## config.mk

```make
export PLATFORM = sky130hd
export DESIGN_NAME = mdd_ring_dma
export DESIGN_NICKNAME = d
export VERILOG_FILES = /design/src/pkg/mdd_pkg.sv /design/src/rtl/mdd_ring_dma.sv
export VERILOG_INCLUDE_DIRS = /design/src /design/src/pkg
export SDC_FILE = /design/constraint.sdc
export NUM_CORES = 1
export LEC_CHECK = 0
export BUFFER_PORTS_ARGS = -buffer_cell sky130_fd_sc_hd__clkbuf_2
export CAP_MARGIN = 10
export CELL_PAD_IN_SITES_DETAIL_PLACEMENT = 1
export CELL_PAD_IN_SITES_GLOBAL_PLACEMENT = 2
export CORE_MARGIN = 2
export CORE_UTILIZATION = 34
export DETAILED_ROUTE_END_ITERATION = 10
export PLACE_DENSITY_LB_ADDON = 0.1
export SYNTH_ARGS = -nofsm -noshare
export SYNTH_HDL_FRONTEND = slang
export SYNTH_SLANG_ARGS = --single-unit
```

## constraint.sdc

```tcl
create_clock -name clk -period 3.3 [get_ports clk]
set_input_delay 0.165 -clock clk [delete_from_list [all_inputs] [get_ports clk]]
set_output_delay 0.165 -clock clk [all_outputs]
set_load 0.01 [all_outputs]
```

## src/pkg/mdd_regs.svh

```systemverilog
// register offsets, field positions, reset values and limits of the engine
// assumes inclusion by bare name from the design files
`ifndef MDD_REGS_SVH
`define MDD_REGS_SVH
`define MDD_CTRL_OFS       12'h000
`define MDD_RXBASE_OFS     12'h004
`define MDD_TXBASE_OFS     12'h008
`define MDD_STAT_OFS       12'h00C
`define MDD_CTRL_RST       32'h0000_0000
`define MDD_CTRL_RXEN      0
`define MDD_CTRL_TXEN      1
`define MDD_CTRL_PASSBAD   2
`define MDD_CTRL_GSUM      3
`define MDD_OWN_BIT        31
`define MDD_FIRST_BIT      30
`define MDD_LAST_BIT       29
`define MDD_IPBAD_BIT      28
`define MDD_TCPBAD_BIT     27
`define MDD_UDPBAD_BIT     26
`define MDD_ERRSUM_BIT     25
`define MDD_MCAST_BIT      24
`define MDD_PORT_LSB       20
`define MDD_PHYERR_BIT     19
`define MDD_OVER_BIT       18
`define MDD_RUNT_BIT       17
`define MDD_CRC_BIT        16
`define MDD_TYPE_BIT       15
`define MDD_RXEOR_BIT      25
`define MDD_TXIRQ_BIT      31
`define MDD_TXEOR_BIT      25
`define MDD_IPINS_BIT      28
`define MDD_TCPINS_BIT     27
`define MDD_UDPINS_BIT     26
`define MDD_MAX_FRAME      11'h5EE
`define MDD_TYPE_MIN       16'h05DC
`endif

```

## src/pkg/mdd_pkg.sv

```systemverilog
// types shared by the descriptor ring engine
// assumes nothing beyond a SystemVerilog compiler
package mdd_pkg;
    typedef enum logic [2:0] {
        RX_IDLE, RX_FETCH, RX_DATA, RX_WAIT, RX_STAT, RX_NEXT
    } mdd_rx_state_t;
    typedef enum logic [2:0] {
        TX_IDLE, TX_FETCH, TX_READ, TX_SEND, TX_STAT, TX_NEXT
    } mdd_tx_state_t;
endpackage : mdd_pkg

```

## src/rtl/mdd_ring_dma.sv

```systemverilog
// descriptor ring dma engine for an ethernet mac that tags rx frames with one of four ports
// assumes same-clock mac streams and two memory ports that ack requests
`timescale 1ns/1ps
`include "mdd_regs.svh"
module mdd_ring_dma (
    input  wire logic        clk,
    input  wire logic        resetn,
    input  wire logic        psel,
    input  wire logic        penable,
    input  wire logic        pwrite,
    input  wire logic [11:0] paddr,
    input  wire logic [31:0] pwdata,
    output logic      [31:0] prdata,
    output logic             pready,
    output logic             pslverr,
    output logic             rxMemReq,
    output logic             rxMemWe,
    output logic      [31:0] rxMemAddr,
    output logic      [31:0] rxMemWdata,
    input  wire logic [31:0] rxMemRdata,
    input  wire logic        rxMemAck,
    output logic             txMemReq,
    output logic      [31:0] txMemAddr,
    input  wire logic [31:0] txMemRdata,
    input  wire logic        txMemAck,
    input  wire logic        rxValid,
    input  wire logic [31:0] rxData,
    input  wire logic        rxLast,
    input  wire logic [1:0]  rxLastBytes,
    output logic             rxReady,
    input  wire logic        rxCrcErr,
    input  wire logic        rxRunt,
    input  wire logic        rxMcast,
    input  wire logic        rxPhyErr,
    input  wire logic        rxIpBad,
    input  wire logic        rxTcpBad,
    input  wire logic        rxUdpBad,
    input  wire logic [1:0]  rxPort,
    input  wire logic [15:0] rxLenType,
    output logic             txValid,
    output logic      [31:0] txData,
    output logic             txLast,
    output logic      [1:0]  txLastBytes,
    output logic      [2:0]  txSumInsert,
    input  wire logic        txReady,
    output logic             txIrq
);
    // ************************************************************
    // register file
    // ************************************************************
    logic [31:0] ctrl_r;
    logic [31:0] rxBase_r;
    logic [31:0] txBase_r;
    logic        rxPhyErr_r;
    mdd_pkg::mdd_rx_state_t rxState_r;
    mdd_pkg::mdd_tx_state_t txState_r;
    logic        setup;
    logic        wrAcc;
    logic        hit;

    function automatic logic [31:0] nextDesc(input logic eor,
                                             input logic [31:0] base,
                                             input logic [31:0] nxt);
        nextDesc = eor ? base : nxt;
    endfunction : nextDesc

    assign setup = psel & ~penable;
    assign wrAcc = psel & penable & pwrite;
    assign hit   = (paddr == `MDD_CTRL_OFS) || (paddr == `MDD_RXBASE_OFS) ||
                   (paddr == `MDD_TXBASE_OFS) || (paddr == `MDD_STAT_OFS);

    always_ff @(posedge clk) begin
        if (!resetn) begin
            ctrl_r   <= `MDD_CTRL_RST;
            rxBase_r <= 32'h0000_0000;
            txBase_r <= 32'h0000_0000;
        end else if (wrAcc) begin
            case (paddr)
                `MDD_CTRL_OFS:   ctrl_r   <= {28'h000_0000, pwdata[3:0]};
                `MDD_RXBASE_OFS: rxBase_r <= {pwdata[31:2], 2'b00};
                `MDD_TXBASE_OFS: txBase_r <= {pwdata[31:2], 2'b00};
                default: ;
            endcase
        end
    end

    always_ff @(posedge clk) begin
        if (!resetn) begin
            prdata  <= 32'h0000_0000;
            pready  <= 1'b0;
            pslverr <= 1'b0;
        end else begin
            pready  <= 1'b1;
            if (setup) begin
                pslverr <= ~hit;
                case (paddr)
                    `MDD_CTRL_OFS:   prdata <= ctrl_r;
                    `MDD_RXBASE_OFS: prdata <= rxBase_r;
                    `MDD_TXBASE_OFS: prdata <= txBase_r;
                    `MDD_STAT_OFS:   prdata <= {24'h00_0000, 1'b0,
                                                txState_r, 1'b0, rxState_r};
                    default:         prdata <= 32'h0000_0000;
                endcase
            end
        end
    end

    // ************************************************************
    // receive engine
    // ************************************************************
    logic [31:0] rxDesc_r;
    logic [31:0] rxBuf_r;
    logic [31:0] rxNext_r;
    logic        rxEor_r;
    logic [11:0] rxSize_r;
    logic [11:0] rxOff_r;
    logic [1:0]  rxIdx_r;
    logic        rxFirst_r;
    logic        rxEnd_r;
    logic        rxDrop_r;
    logic [10:0] rxLen_r;
    logic [31:0] rxStat_r;
    logic [10:0] lenNow;
    logic        over;
    logic        runtNow;

    assign lenNow = rxLen_r + ((rxLastBytes == 2'b00) ? 11'd4
                                                     : {9'd0, rxLastBytes});
    assign over    = lenNow > `MDD_MAX_FRAME;
    assign runtNow = rxRunt;

    always_ff @(posedge clk) begin
        if (!resetn) begin
            rxState_r  <= mdd_pkg::RX_IDLE;
            rxDesc_r   <= 32'h0000_0000;
            rxBuf_r    <= 32'h0000_0000;
            rxNext_r   <= 32'h0000_0000;
            rxEor_r    <= 1'b0;
            rxSize_r   <= 12'h000;
            rxOff_r    <= 12'h000;
            rxIdx_r    <= 2'b00;
            rxFirst_r  <= 1'b1;
            rxEnd_r    <= 1'b0;
            rxDrop_r   <= 1'b0;
            rxLen_r    <= 11'h000;
            rxStat_r   <= 32'h0000_0000;
            rxPhyErr_r <= 1'b0;
            rxMemReq   <= 1'b0;
            rxMemWe    <= 1'b0;
            rxMemAddr  <= 32'h0000_0000;
            rxMemWdata <= 32'h0000_0000;
            rxReady    <= 1'b0;
        end else begin
            rxReady <= 1'b0;
            case (rxState_r)
                mdd_pkg::RX_IDLE: begin
                    if (!ctrl_r[`MDD_CTRL_RXEN]) begin
                        rxDesc_r  <= rxBase_r;
                        rxFirst_r <= 1'b1;
                    end else if (!rxMemReq) begin
                        rxIdx_r   <= 2'b00;
                        rxMemReq  <= 1'b1;
                        rxMemWe   <= 1'b0;
                        rxMemAddr <= rxDesc_r;
                        rxState_r <= mdd_pkg::RX_FETCH;
                    end
                end
                mdd_pkg::RX_FETCH: begin
                    if (!rxMemReq) begin
                        rxMemReq  <= 1'b1;
                        rxMemAddr <= rxDesc_r + {28'h000_0000, rxIdx_r,
                                                 2'b00};
                    end else if (rxMemAck) begin
                        rxMemReq <= 1'b0;
                        case (rxIdx_r)
                            2'd0: if (!rxMemRdata[`MDD_OWN_BIT]) begin
                                rxState_r <= mdd_pkg::RX_IDLE;
                            end
                            2'd1: begin
                                rxEor_r  <= rxMemRdata[`MDD_RXEOR_BIT];
                                rxSize_r <= rxMemRdata[11:0];
                            end
                            2'd2: rxBuf_r  <= rxMemRdata;
                            default: rxNext_r <= rxMemRdata;
                        endcase
                        if (rxIdx_r != 2'd0 || rxMemRdata[`MDD_OWN_BIT])
                        begin
                            if (rxIdx_r == 2'd3) begin
                                rxOff_r   <= 12'h000;
                                rxState_r <= (rxSize_r == 12'h000) ?
                                    mdd_pkg::RX_NEXT :
                                    mdd_pkg::RX_WAIT;
                            end else begin
                                rxIdx_r <= rxIdx_r + 2'd1;
                            end
                        end
                    end
                end
                mdd_pkg::RX_WAIT: begin
                    if (rxOff_r >= rxSize_r) begin
                        rxEnd_r   <= 1'b0;
                        rxStat_r  <= {1'b0, rxFirst_r, 30'h0000_0000};
                        rxState_r <= mdd_pkg::RX_STAT;
                    end else if (rxReady && rxValid) begin
                        rxMemReq   <= 1'b1;
                        rxMemWe    <= 1'b1;
                        rxMemAddr  <= rxBuf_r + {20'h0_0000, rxOff_r};
                        rxMemWdata <= rxData;
                        rxOff_r    <= rxOff_r + 12'd4;
                        rxLen_r    <= rxLast ? lenNow : rxLen_r + 11'd4;
                        rxPhyErr_r <= rxPhyErr_r | rxPhyErr;
                        rxEnd_r    <= rxLast;
                        rxDrop_r   <= rxLast & runtNow &
                                      ~ctrl_r[`MDD_CTRL_PASSBAD];
                        rxStat_r   <= {1'b0, rxFirst_r, 1'b1,
                            rxIpBad, rxTcpBad, rxUdpBad,
                            rxCrcErr | over | runtNow,
                            rxMcast,
                            2'b00, rxPort,
                            rxPhyErr_r | rxPhyErr,
                            over, runtNow, rxCrcErr,
                            (rxLenType > `MDD_TYPE_MIN) & ~runtNow,
                            4'h0, lenNow};
                        rxState_r  <= mdd_pkg::RX_DATA;
                    end else if (!rxReady) begin
                        rxReady <= 1'b1;
                    end
                end
                mdd_pkg::RX_DATA: begin
                    if (rxMemAck) begin
                        rxMemReq <= 1'b0;
                        rxMemWe  <= 1'b0;
                        if (rxEnd_r && rxDrop_r) begin
                            rxOff_r    <= 12'h000;
                            rxLen_r    <= 11'h000;
                            rxPhyErr_r <= 1'b0;
                            rxEnd_r    <= 1'b0;
                            rxState_r  <= mdd_pkg::RX_WAIT;
                        end else begin
                            rxState_r <= rxEnd_r ? mdd_pkg::RX_STAT
                                                 : mdd_pkg::RX_WAIT;
                        end
                    end
                end
                mdd_pkg::RX_STAT: begin
                    if (!rxMemReq) begin
                        rxMemReq   <= 1'b1;
                        rxMemWe    <= 1'b1;
                        rxMemAddr  <= rxDesc_r;
                        rxMemWdata <= rxStat_r;
                    end else if (rxMemAck) begin
                        rxMemReq  <= 1'b0;
                        rxMemWe   <= 1'b0;
                        rxFirst_r <= rxEnd_r;
                        if (rxEnd_r) begin
                            rxLen_r    <= 11'h000;
                            rxPhyErr_r <= 1'b0;
                        end
                        rxState_r <= mdd_pkg::RX_NEXT;
                    end
                end
                mdd_pkg::RX_NEXT: begin
                    rxDesc_r  <= nextDesc(rxEor_r, rxBase_r, rxNext_r);
                    rxState_r <= mdd_pkg::RX_IDLE;
                end
                default: rxState_r <= mdd_pkg::RX_IDLE;
            endcase
        end
    end

    // ************************************************************
    // transmit engine
    // ************************************************************
    logic [31:0] txDesc_r;
    logic [31:0] txBuf_r;
    logic [31:0] txNext_r;
    logic [31:0] txCtl_r;
    logic [10:0] txOff_r;
    logic [1:0]  txIdx_r;
    logic [10:0] txSize;
    logic [10:0] txRem;

    assign txSize = txCtl_r[10:0];
    assign txRem  = txSize - txOff_r;

    always_ff @(posedge clk) begin
        if (!resetn) begin
            txState_r   <= mdd_pkg::TX_IDLE;
            txDesc_r    <= 32'h0000_0000;
            txBuf_r     <= 32'h0000_0000;
            txNext_r    <= 32'h0000_0000;
            txCtl_r     <= 32'h0000_0000;
            txOff_r     <= 11'h000;
            txIdx_r     <= 2'b00;
            txMemReq    <= 1'b0;
            txMemAddr   <= 32'h0000_0000;
            txValid     <= 1'b0;
            txData      <= 32'h0000_0000;
            txLast      <= 1'b0;
            txLastBytes <= 2'b00;
            txSumInsert <= 3'b000;
            txIrq       <= 1'b0;
        end else begin
            txIrq <= 1'b0;
            case (txState_r)
                mdd_pkg::TX_IDLE: begin
                    if (!ctrl_r[`MDD_CTRL_TXEN]) begin
                        txDesc_r <= txBase_r;
                    end else if (!txMemReq) begin
                        txIdx_r   <= 2'b00;
                        txMemReq  <= 1'b1;
                        txMemAddr <= txDesc_r;
                        txState_r <= mdd_pkg::TX_FETCH;
                    end
                end
                mdd_pkg::TX_FETCH: begin
                    if (!txMemReq) begin
                        txMemReq  <= 1'b1;
                        txMemAddr <= txDesc_r + {28'h000_0000, txIdx_r,
                                                 2'b00};
                    end else if (txMemAck) begin
                        txMemReq <= 1'b0;
                        case (txIdx_r)
                            2'd0: if (!txMemRdata[`MDD_OWN_BIT]) begin
                                txState_r <= mdd_pkg::TX_IDLE;
                            end
                            2'd1: txCtl_r  <= txMemRdata;
                            2'd2: txBuf_r  <= txMemRdata;
                            default: txNext_r <= txMemRdata;
                        endcase
                        if (txIdx_r != 2'd0 || txMemRdata[`MDD_OWN_BIT])
                        begin
                            if (txIdx_r == 2'd3) begin
                                txOff_r   <= 11'h000;
                                txState_r <= (txSize == 11'h000) ?
                                    mdd_pkg::TX_NEXT :
                                    mdd_pkg::TX_READ;
                            end else begin
                                txIdx_r <= txIdx_r + 2'd1;
                            end
                        end
                    end
                end
                mdd_pkg::TX_READ: begin
                    if (txOff_r >= txSize) begin
                        txState_r <= mdd_pkg::TX_STAT;
                    end else if (!txMemReq) begin
                        txMemReq  <= 1'b1;
                        txMemAddr <= txBuf_r + {21'h00_0000, txOff_r};
                    end else if (txMemAck) begin
                        txMemReq    <= 1'b0;
                        txValid     <= 1'b1;
                        txData      <= txMemRdata;
                        txLast      <= (txRem <= 11'd4) &
                                       txCtl_r[`MDD_LAST_BIT];
                        txLastBytes <= (txRem <= 11'd4) ? txRem[1:0]
                                                        : 2'b00;
                        txSumInsert <= ctrl_r[`MDD_CTRL_GSUM] ? 3'b000 :
                                       {txCtl_r[`MDD_IPINS_BIT],
                                        txCtl_r[`MDD_TCPINS_BIT],
                                        txCtl_r[`MDD_UDPINS_BIT]};
                        txOff_r     <= txOff_r + 11'd4;
                        txState_r   <= mdd_pkg::TX_SEND;
                    end
                end
                mdd_pkg::TX_SEND: begin
                    if (txReady) begin
                        txValid   <= 1'b0;
                        txState_r <= mdd_pkg::TX_READ;
                    end
                end
                mdd_pkg::TX_STAT: begin
                    if (!txMemReq) begin
                        txMemReq  <= 1'b1;
                        txMemAddr <= txDesc_r;
                    end else if (txMemAck) begin
                        txMemReq  <= 1'b0;
                        txIrq     <= txCtl_r[`MDD_TXIRQ_BIT] &
                                     txCtl_r[`MDD_LAST_BIT];
                        txState_r <= mdd_pkg::TX_NEXT;
                    end
                end
                mdd_pkg::TX_NEXT: begin
                    txDesc_r  <= nextDesc(txCtl_r[`MDD_TXEOR_BIT],
                                          txBase_r, txNext_r);
                    txState_r <= mdd_pkg::TX_IDLE;
                end
                default: txState_r <= mdd_pkg::TX_IDLE;
            endcase
        end
    end

endmodule : mdd_ring_dma

```

==> summary.md, run 1 <==
| Metric | Value |
|---|---|
| Synth Warn # | 0 |
| Number of synthesized register bits | 529 |
| Max cap viols | 0 |
| Max clock buf depth | 3 |
| Placement Setup Slack | 0.186 ns |
| Via count | 24700 |
| Syn avg cell area | 7.84 um^2 |
| Largest area contributor in the netlist | dfxtp_1 |
| Slew @ Worst Pin | 1.13 ns |
| Port Buffer Count | 350 |
| Placed Cells | 4342 |
| Setup bufs post-CTS | 0 |
| TritonCTS Buffers | 61 |
| Commonest cells in the netlist | nand2_1 (690), dfxtp_1 (529), a21oi_1 (420) |
| Design Area, Final | 31400 um^2 |
| Number of placed I/O pins | 351 |
| Final Hold Fails | 0 |
| Top FF cell, synth | dfxtp_1 |
| Worst path required time | 3.86 ns |
| RSZ-0062 raised after global routing | false |
| Crit path max fanout | 57 |
| H-tree depth | 2 |
| DR iter-0 viols | 1308 |
| Leak Pwr | 11.7 nW |
| Tot Pwr | 14.8 mW |
| Clock latency on the worst-skew pair | 0.64 ns |
| VDD IR max | 0.350 mV |
| Post-Syn Area | 25000 um^2 |
| DR WL met3 | 3.86 mm |
| Clk slew on worst S/H paths | 0.06 ns |
| Clk_skew | 0.0182 ns |
| CTS Root Cell | clkbuf_16 |
| Worst setup margin | 0.306 ns |
| Die Wd | 275 um |
| Die area | 75700 um^2 |
| Std cell rows | 99 |
| Clk sinks | 529 |
| Top post-synthesis cells by area | dfxtp_1 (42%), nand2_1 (10%), a21oi_1 (8.4%) |
| Max-slew headroom | 24.4% |
| PwrDens | 472 nW/um^2 |
| Area grow syn2layout | 25.5% |
| HPWL after DPL | 71.8 mm |
| WL met2 | 45.8 mm |
| Share of cells above drive strength 1 | 15.5% |
| Largest net degree at the start of global routing | 176 |
| Status | completed |
| DR WL/cell | 21.2 um |
| Vias per cell | 5.36 |
| Final core utilization | 43.1% |
| FMAX | 334 MHz |
| Fill cells | 8854 |
| Post-Layout Cell Count | 4596 |
| CP Capture Type | flip-flop |
| Setup_tns | 0 ns |
| Most instantiated library cell after synthesis | nand2_1 |
| Synth unique cells | 84 |
| Endpoints failing setup | 0 |
| Area post-placement | 27800 um^2 |
| Vias in the first global route | 25100 |
| Yosys top cell area share | 42.4% |
| GRT Residual Overflow | 0 |
| Core area | 72800 um^2 |
| Ys async rst share | 0% |
| Crit path kind | flip-flop to flip-flop |
| Routability cong. | 0.886 |
| Post-synth EDFFs | 0 |
| Post-Route WL | 97.3 mm |
| WP data arrival | 3.56 ns |
| Final ANT Viol Nets | 0 |
| Syn Inst Count | 3188 |
| Die height | 275 um |
| GRT Total Usage | 25.1% |
| Sequential-to-total area share from yosys stat | 42.4% |
| Tcrit/Tclk final | 90.7% |
| Worst hold-check path type | input pin to flip-flop |
| TritonCTS clock tree | done |
| Highest metal used | met5 |
| Final net count | 3829 |
| Initial antenna violation count | 12 |
| Metal-1 WL | 44.9 mm |
| Final slew viol count | 0 |
| Syn_nets | 3428 |
| TritonRoute pass-1 iters | 4 |
| Startpoint types | flip-flop |
| First-pass GRT wire length | 149 mm |
| Post-route DRC | 0 |
| WHS | 0.0282 ns |
| Tmin final | 2.99 ns |
| Initial core utilization | 34.3% |
-- critical path: stages, from the launching register on --
cell	delay, ns
dfxtp_1	0.40
inv_1	0.10
ha_1	0.40
o21ai_0	0.14
a2111oi_0	0.41
buf_4	0.19
a211o_1	0.16
a311o_1	0.24
nor2b_4	0.29
buf_12	0.26
o21ai_0	0.13
a21oi_1	0.18
-- what timing repair did --
item                       CTS  global route
resized for setup            0             4
hold buffers               142             0
setup endpoints to repair    0             4
hold endpoints to repair   302             0
-- layer usage --
layer / track usage, % / vias up
met5: 0 / -
met4: 7.35 / 12
met2: 42.3 / 458
met1: 33.3 / 12100
li1: - / 12000
met3: 3.58 / 143
-- area by class of cell --
type                            count  area (um^2)  area share [%]
Multi-Input combinational cell   2379        13400            42.8
Sequential cell                   529        10600            33.8
Timing Repair Buffer              560         3810            12.1
Clock buffer                       88         1810            5.77
Tap cell                          959         1200            3.82
Clock inverter                     21          295           0.941
Inverter                           58          225           0.718
Antenna cell                        2         5.00          0.0160
-- worst paths after layout --
check                                          startpoint                         end  slack, ns  depth (start not counted)
worst min register to register  rxStat_r[19]$_SDFFE_PN0P_   rxStat_r[19]$_SDFFE_PN0P_       0.44                          2
worst min-delay path                               rxLast        rxEnd_r$_SDFFE_PN0P_       0.03                          2
worst max register to register    txOff_r[2]$_SDFFE_PN0P_  txMemAddr[21]$_SDFFE_PN0P_       0.31                         11
worst max-delay path              txOff_r[2]$_SDFFE_PN0P_  txMemAddr[21]$_SDFFE_PN0P_       0.31                         11
-- placed cells by master, fill, tap and decap left out, types with 15 or more instances in the layout --
master         netlist  layout
a22oi_1             35      35
nor2_1             290     289
a31oi_1             22      22
dfxtp_1            529     529
buf_4                1      59
or3_1               16      16
mux2i_1             90      90
clkbuf_16            0      63
and3_1              29      29
o211ai_1            15      15
nor3_1              44      41
xor2_1              40      40
ha_1                60      60
dlygate4sd3_1        0     142
nand3_1             73      72
a211oi_1            94      94
a311oi_1            32      32
nand4_1             31      31
clkbuf_2             0     349
o21ai_0            117     116
a21oi_1            420     416
nand2_1            690     690
inv_1               57      57
xnor2_1             42      42
nand2b_1            18      17
-- registers in the layout, indices dropped and copies added (netlist names), 9 cells and up --
name	cells
prdata	32
rxBase_r	30
rxBuf_r	32
rxDesc_r	32
rxLen_r	11
rxMemAddr	32
rxMemWdata	32
rxNext_r	32
rxOff_r	10
rxSize_r	12
rxStat_r	25
txBase_r	30
txBuf_r	32
txCtl_r	17
txData	32
txDesc_r	32
txMemAddr	32
txNext_r	32
txOff_r	9
-- power by group --
group | internal, mW | leakage (nW) | switching, mW
logic | 0.405 | 6.43 | 0.655
clock network | 4.32 | 1.03 | 2.82
registers | 6.49 | 4.27 | 0.121
-- cells by family (layout without fill, tap and decap cells) --
kind of cell	Yosys count	count (layout)	share of synthesized area, %
xor+xnor	82	82	2.87
fa+ha+maj	63	63	3.24
simple gates	1272	1272	21.9
compound gates	865	865	21.4
buf+inv	280	727	4.35
mux	95	95	3.88
other cells	2	4	0.0301
flops	529	529	42.4
Power figures use the tool's default switching activity.
==> run 2, diff against run 1 <==
--- a/config.mk
+++ b/config.mk
@@ -6,12 +6,13 @@
 export SDC_FILE = /design/constraint.sdc
 export NUM_CORES = 1
 export LEC_CHECK = 0
+export ABC_AREA = 1
 export BUFFER_PORTS_ARGS = -buffer_cell sky130_fd_sc_hd__clkbuf_2
 export CAP_MARGIN = 10
 export CELL_PAD_IN_SITES_DETAIL_PLACEMENT = 1
 export CELL_PAD_IN_SITES_GLOBAL_PLACEMENT = 2
 export CORE_MARGIN = 2
-export CORE_UTILIZATION = 34
+export CORE_UTILIZATION = 32
 export DETAILED_ROUTE_END_ITERATION = 10
 export PLACE_DENSITY_LB_ADDON = 0.1
 export SYNTH_ARGS = -nofsm -noshare
==> summary.md, run 2 <==
| Metric | Value |
|---|---|
| Final Hold Fails | 0 (unchanged) |
| Internal power | 11.8 mW (+5.3%) |
| Clk sinks | 529 (unchanged) |
| Via count | 28100 (+14%) |
| Die area | 85600 um^2 (+13%) |
| Post-Route WL | 113 mm (+16%) |
| CP max stage cell | inv_2 |
| Top post-synthesis cells by area | dfxtp_1 (40%), nor2_1 (9.6%), nand2_1 (9.6%) |
| Crit path max fanout | 31 (-46%) |
| Placed Cells | 5273 (+21%) |
| CTS Root Cell | clkbuf_16 |
| Tcrit/Tclk final | 81.0% (-9.7 points) |
| Worst r2r path cells | 13 (+2) |
| Clk_skew | 0.0168 ns (-0.00145 ns) |
| Most instantiated library cell after synthesis | nor2_1 |
| Slew @ Worst Pin | 0.795 ns (-0.339 ns) |
| TritonCTS Buffers | 67 (+9.8%) |
| Setup_tns | 0 ns (unchanged) |
| Synth Warn # | 0 (unchanged) |
| Largest net degree at the start of global routing | 128 (-27%) |
| Syn avg cell area | 6.67 um^2 (-15%) |
| Setup bufs post-CTS | 0 (unchanged) |
| Sequential power share | 41.8% (-2.8 points) |
| First-pass GRT wire length | 172 mm (+16%) |
| PwrDens | 478 nW/um^2 (+1.2%) |
| Post-Syn Area | 26600 um^2 (+6.6%) |
| R2r endpoint | txMemAddr[24]$_SDFFE_PN0P_ |
| Max clock buf depth | 3 (unchanged) |
| Comb power frac | 8.2% (+1.0 points) |
| Yosys top cell area share | 39.7% (-2.6 points) |
| Most common cell after layout, fill and taps aside | nor2_1 |
| Number of synthesized register bits | 529 (unchanged) |
| FMAX | 374 MHz (+12%) |
| Number of placed I/O pins | 351 (unchanged) |
| Post-CTS Resized | 0 (unchanged) |
| Syn Inst Count | 3996 (+25%) |
| Register area | 10600 um^2 (unchanged) |
| Final net count | 4658 (+22%) |
| VDD IR max | 0.292 mV (-17%) |
| HPWL after DPL | 83.5 mm (+16%) |
| GRT Total Usage | 26.0% (+0.87 points) |
| Routability cong. | 0.887 (about the same) |
| TritonRoute pass-1 iters | 5 (+1) |
| Core area | 82200 um^2 (+13%) |
| Hold Path Origin | rxMemRdata[25] |
| Hold path depth | 3 (+1) |
| H-tree depth | 3 (+1) |
| Sequential-to-total area share from yosys stat | 39.7% (-2.6 points) |
| Leak Pwr | 13.8 nW (+18%) |
| Post-route DRC | 0 (unchanged) |
| Final ANT Viol Nets | 0 (unchanged) |
| Share of cells above drive strength 1 | 12.9% (-2.6 points) |
| Startpoint types | flip-flop |
| Post-synth EDFFs | 0 (unchanged) |
| Reg2Reg Setup Slack | 0.63 ns (+0.32 ns) |
| RSZ-0062 raised after global routing | false |
| Max-slew headroom | 46.9% (+23 points) |
| Clock latency on the worst-skew pair | 0.62 ns (-0.02 ns) |
| Worst hold-check path type | input pin to flip-flop |
| Commonest cells in the netlist | nor2_1 (684), nand2_1 (678), dfxtp_1 (529) |
| Initial antenna violation count | 5 (-7) |
| RR Startpoint | txOff_r[2]$_SDFFE_PN0P_ |
| Vias per cell | 5.07 (-5.5%) |
| Area grow syn2layout | 24.6% |
| Endpoints failing setup | 0 (unchanged) |
| Ys async rst share | 0% (unchanged) |
| GRT Residual Overflow | 0 (unchanged) |
| Switch share | 25.6% (+1.3 points) |
| Post-Layout Cell Count | 5541 (+21%) |
| Largest area contributor in the netlist | dfxtp_1 |
| Port Buffer Count | 350 (unchanged) |
| Area occupied by multi-input gates | 13700 um^2 (+2.2%) |
| Vias in the first global route | 28400 (+13%) |
| DR WL/cell | 20.4 um (-3.6%) |
| Most frequent cells in the layout | nor2_1 (683), nand2_1 (678), dfxtp_1 (529) |
| WP data arrival | 3.22 ns (-0.34 ns) |
| Worst Hold End | rxEor_r$_SDFFE_PN0P_ |
| Crit path kind | flip-flop to flip-flop |
| Std cell rows | 105 (+6.1%) |
| CP Capture Type | flip-flop |
| Top FF cell, synth | dfxtp_1 |
| Final slew viol count | 0 (unchanged) |
| Initial core utilization | 32.4% (-1.9 points) |
| Max cap viols | 0 (unchanged) |
| Sw Pwr | 4.06 mW (+13%) |
| Syn_nets | 4236 (+24%) |
| TritonCTS clock tree | done |
| Die height | 293 um (+6.3%) |
| Clk slew on worst S/H paths | 0.06 ns (about the same) |
| DR iter-0 viols | 1422 (+8.7%) |
| Hold buffer count at CTS | 146 (+2.8%) |
| Synth unique cells | 53 (-37%) |
| Crit path cell chain | inv_1 > ha_1 > inv_1 > nor2_1 > or2_1 > nand3_1 > nand3_1 > nand2_1 > nand2_1 > nand3_2 > inv_2 > o21ai_0 > nor2_1 |
| Status | completed |
| Die Wd | 293 um (+6.3%) |
| Worst path required time | 3.85 ns (about the same) |
| CP peak stage delay | 0.41 ns (about the same) |
| Tmin final | 2.67 ns (-0.321 ns) |
| Share of total power in the clock network | 50.0% (+1.8 points) |
| Fill cells | 10600 (+19%) |
[run 2: cell types whose count changed in the layout (fill, tap and decap cells not counted), moves of 35 or more]
cell      before  now
nor2_1       289  683
o21ai_0      116  471
inv_1         57  385
nand3_1       72  221
mux2i_1       90    0
a211oi_1      94    6
xnor2_1       42    7
[run 2: power by group through the flow]
stage / Combinational [mW] / Sequential [mW] / Clock, mW
floorplan: 0.617 / 6.75 / 0
global placement: 1.16 / 6.77 / 0
detailed placement: 1.16 / 6.77 / 0
CTS: 1.31 / 6.63 / 8.12
global route: 1.44 / 6.64 / 8.40
finish: 1.31 / 6.63 / 7.93
[run 2: through the flow]
| stage | power (mW) | worst slack, ns | area, um^2 | hold WS (ns) | utilization [%] |
|---|---|---|---|---|---|
| 2_1_floorplan | 7.36 | 1.19 | 26600 | 0.193 | - |
| 6_report | 15.9 | 0.627 | 33200 | 0.0292 | 40.4 |
| 4_1_cts | 16.1 | 0.612 | 33200 | 0.00445 | 40.4 |
| 3_3_place_gp | 7.93 | 0.694 | 29400 | 0.409 | 35.7 |
| 3_5_place_dp | 7.93 | 0.606 | 29400 | 0.413 | 35.7 |
| 5_1_grt | 16.5 | 0.261 | 33200 | 0.0331 | 40.4 |
[run 2: cell families after synthesis]
| group | after synthesis | share of synthesized area, % |
|---|---|---|
| AO/OA/AOI/OAI | 992 | 19.4 |
| XOR/XNOR | 28 | 0.920 |
| adder cells (fa/ha/maj) | 63 | 3.04 |
| buffers and inverters | 602 | 8.83 |
| flip-flops | 529 | 39.7 |
| other | 2 | 0.0282 |
| AND/OR/NAND/NOR | 1780 | 28.1 |
[run 2: routing by layer]
layer	wire (um)	vias up	GRT usage, %
met5	0	-	0
met4	3060	0	7.84
met1	52800	13400	34.8
met2	52700	536	43.4
li1	-	14000	-
met3	4480	154	3.47
[run 2: layout make-up]
class,instances,share of cell area [%]
multi-input cells,2865,41.3
flip-flops and latches,529,31.9
repair buffers,549,11.0
clock buffers,92,5.70
inverters,406,4.60
well taps,1070,4.03
clock inverters,26,1.39
diodes,4,0.0301
[run 2: how the worst max path moves through the flow]
| stage | cells past startpoint | start | slack [ns] | end |
|---|---|---|---|---|
| floorplan | 15 | txOff_r[2]$_SDFFE_PN0P_ | 1.19 | txData[25]$_SDFFE_PN0P_ |
| global placement | 14 | txOff_r[2]$_SDFFE_PN0P_ | 0.69 | txMemAddr[31]$_SDFFE_PN0P_ |
| detailed placement | 14 | txOff_r[2]$_SDFFE_PN0P_ | 0.61 | txMemAddr[31]$_SDFFE_PN0P_ |
| CTS | 13 | txOff_r[2]$_SDFFE_PN0P_ | 0.61 | txMemAddr[24]$_SDFFE_PN0P_ |
| global route | 13 | txOff_r[2]$_SDFFE_PN0P_ | 0.26 | txMemAddr[4]$_SDFFE_PN0P_ |
| finish | 13 | txOff_r[2]$_SDFFE_PN0P_ | 0.63 | txMemAddr[24]$_SDFFE_PN0P_ |
[run 2: worst max-delay path, delay by kind of cell (launching register included)]
family | cells | cell delay (ns)
AND/OR/NAND/NOR | 8 | 1.06
buffers and inverters | 3 | 0.62
flip-flops | 1 | 0.40
adder cells (fa/ha/maj) | 1 | 0.37
AO/OA/AOI/OAI | 1 | 0.17
==> run 3, diff against run 2 <==
--- a/config.mk
+++ b/config.mk
@@ -6,13 +6,13 @@
 export SDC_FILE = /design/constraint.sdc
 export NUM_CORES = 1
 export LEC_CHECK = 0
-export ABC_AREA = 1
+export ABC_AREA = 0
 export BUFFER_PORTS_ARGS = -buffer_cell sky130_fd_sc_hd__clkbuf_2
 export CAP_MARGIN = 10
 export CELL_PAD_IN_SITES_DETAIL_PLACEMENT = 1
 export CELL_PAD_IN_SITES_GLOBAL_PLACEMENT = 2
 export CORE_MARGIN = 2
-export CORE_UTILIZATION = 32
+export CORE_UTILIZATION = 34
 export DETAILED_ROUTE_END_ITERATION = 10
 export PLACE_DENSITY_LB_ADDON = 0.1
 export SYNTH_ARGS = -nofsm -noshare
==> constraint.sdc (replaced) <==
create_clock -name clk -period 2.47 [get_ports clk]
set_input_delay 0.1235 -clock clk [delete_from_list [all_inputs] [get_ports clk]]
set_output_delay 0.1235 -clock clk [all_outputs]
set_load 0.01 [all_outputs]
==> summary.md, run 3 (synthesis gave the netlist of run 1 again) <==
| Metric | Value |
|---|---|
| Status | finished with violations |
| Violated checks | negative setup slack |
| Max cap viols | 0 (unchanged) |
| Initial core utilization | 34.3% (+1.9 points) |
| Clk sinks | 529 (unchanged) |
| Hold Path Origin | rxLastBytes[1] |
| Crit path cell chain | inv_2 > ha_4 > a21o_1 > a221oi_2 > o211ai_1 > a2111o_1 > o21ai_4 > buf_6 > buf_16 > nor2_2 > a311oi_2 |
| Hold path depth | 3 (unchanged) |
| Max-slew headroom | 11.9% (-35 points) |
| Post-route DRC | 0 (unchanged) |
| GRT Total Usage | 27.2% (+1.2 points) |
| CTS Root Cell | clkbuf_16 |
| Via count | 26000 (-7.4%) |
| Clk_skew | 0.0203 ns (+0.00358 ns) |
| Worst path required time | 2.99 ns (-0.86 ns) |
| CP max stage cell | a2111o_1 |
| FMAX | 392 MHz (+4.7%) |
| Core area | 72800 um^2 (-11%) |
| HPWL after DPL | 74.7 mm (-11%) |
| Delay-heaviest family, CP | compound AO/OA/AOI/OAI gates |
| Crit path max fanout | 5 (-84%) |
| Leak Pwr | 13.5 nW (-2.2%) |
| First-pass GRT wire length | 161 mm (-6.5%) |
| Final slew viol count | 0 (unchanged) |
| Worst setup margin | -0.0834 ns (-0.710 ns) |
| Share of cells above drive strength 1 | 27.4% (+15 points) |
| Routability cong. | 0.882 (-0.60%) |
| GRT Residual Overflow | 0 (unchanged) |
| Worst hold-check path type | input pin to flip-flop |
| Worst path bufs/invs | 3 (unchanged) |
| Most common cell after layout, fill and taps aside | nand2_1 |
| RR Startpoint | rxSize_r[7]$_SDFFE_PN0P_ |
| CP Capture Type | flip-flop |
| DR iter-0 viols | 1377 (-3.2%) |
| Clock latency on the worst-skew pair | 0.65 ns (+0.03 ns) |
| Final net count | 4087 (-12%) |
| R2r endpoint | rxMemWdata[20]$_SDFFE_PN0P_ |
| CP peak stage delay | 0.51 ns (+0.10 ns) |
| Register area | 10600 um^2 (+0.42%) |
| Setup_tns | -0.894 ns (-0.894 ns) |
| Most frequent cells in the layout | nand2_1 (683), dfxtp_1 (501), a21oi_1 (393) |
| Design Area, Final | 35400 um^2 (+6.6%) |
| Area occupied by multi-input gates | 15000 um^2 (+9.0%) |
| H-tree depth | 2 (-1) |
| TritonRoute pass-1 iters | 5 (unchanged) |
| WP data arrival | 3.07 ns (-0.15 ns) |
| RSZ-0062 raised after global routing | true |
| Number of placed I/O pins | 351 (unchanged) |
| Vias in the first global route | 27200 (-4.3%) |
| Worst Hold End | rxStat_r[1]$_SDFFE_PN0P_ |
| Post-Route WL | 106 mm (-6.1%) |
| Area grow syn2layout | 41.6% |
| Final ANT Viol Nets | 0 (unchanged) |
| Reg2Reg Setup Slack | -0.08 ns (-0.71 ns) |
| VDD IR max | 0.571 mV (+96%) |
| Tmin final | 2.55 ns (-0.120 ns) |
| TritonCTS clock tree | done |
| Final Hold Fails | 0 (unchanged) |
| Die Wd | 275 um (-6.0%) |
| Std cell rows | 99 (-5.7%) |
| TritonCTS Buffers | 60 (-10%) |
| Vias per cell | 5.36 (+5.6%) |
| Tot Pwr | 20.0 mW (+26%) |
| Worst r2r path cells | 11 (-2) |
| Area post-placement | 29500 um^2 (+0.47%) |
| Die height | 275 um (-6.0%) |
| Die area | 75700 um^2 (-12%) |
| Port Buffer Count | 350 (unchanged) |
| DR WL/cell | 21.9 um (+7.2%) |
| Initial antenna violation count | 6 (+1) |
| Max clock buf depth | 3 (unchanged) |
| Clk slew on worst S/H paths | 0.06 ns (about the same) |
| Endpoints failing setup | 34 (+34) |
| Tcrit/Tclk final | 103% (+22 points) |
| Fill cells | 8618 (-18%) |
| Largest net degree at the start of global routing | 158 (+23%) |
| Crit path kind | flip-flop to flip-flop |
| Slew @ Worst Pin | 1.32 ns (+0.526 ns) |
| Startpoint types | flip-flop |
| PwrDens | 565 nW/um^2 (+18%) |
==> run 3: per-layer routing <==
| layer | global-route usage, % | wire [um] |
|---|---|---|
| met5 | 0 | 62 |
| met4 | 8.49 | 3140 |
| met3 | 3.70 | 4220 |
| met2 | 46.8 | 51500 |
| met1 | 35.0 | 47300 |
==> run 3: repair_timing <==
item | in CTS | in global routing
gates cloned | 12 | 3
hold buffers | 144 | 0
pin swaps | 57 | 73
endpoints found under the setup margin | 191 | 165
resized for setup | 231 | 183
endpoints found under the hold margin | 304 | 0
buffers inserted | 26 | 17
==> run 3: worst max-delay path by stage <==
stage,from,end,slack [ns],depth (start not counted)
after floorplan,txOff_r[2]$_SDFFE_PN0P_,txMemAddr[1]$_SDFFE_PN0P_,0.00004,10
after global placement,rxOff_r[5]$_SDFFE_PN0P_,rxMemAddr[25]$_SDFFE_PN0P_,-0.50,11
after detailed placement,rxOff_r[5]$_SDFFE_PN0P_,rxMemAddr[25]$_SDFFE_PN0P_,-0.49,11
after CTS,rxOff_r[5]$_SDFFE_PN0P_,rxMemWdata[6]$_SDFFE_PN0P_,-0.11,10
after global routing,rxSize_r[7]$_SDFFE_PN0P_,rxMemWdata[7]$_SDFFE_PN0P_,-0.20,11
final,rxSize_r[7]$_SDFFE_PN0P_,rxMemWdata[20]$_SDFFE_PN0P_,-0.08,11
==> run 3: tightest hold or removal path, cell delays in order <==
cell,delay [ns]
clkbuf_2,0.13
fa_1,0.24
a22o_1,0.16
==> run 3: metrics by stage <==
stage          instances  utilization [%]  hold slack (ns)  setup slack (ns)
4_1_cts             4837             47.3           0.0218            -0.105
2_1_floorplan       3188                -            0.151         0.0000420
3_3_place_gp        4549             40.5            0.336            -0.499
3_5_place_dp        4549             40.5            0.353            -0.488
6_report            4855             48.6           0.0564           -0.0834
5_1_grt             4855             48.6           0.0889            -0.203
==> run 3: report_power, final <==
group          switching, mW  leakage, nW  internal, mW
registers              0.132         4.28          8.66
clock network           3.83         1.01          5.58
logic                   1.06         8.22         0.752
total                   5.02         13.5          15.0
==> run 3: cell type report <==
type	instances	area share, %
diodes	1	0.00707
clock inverters	17	0.643
inverters	58	0.657
repair buffers	819	17.8
well taps	959	3.39
multi-input cells	2379	42.3
clock buffers	93	5.16
flip-flops and latches	529	30.0
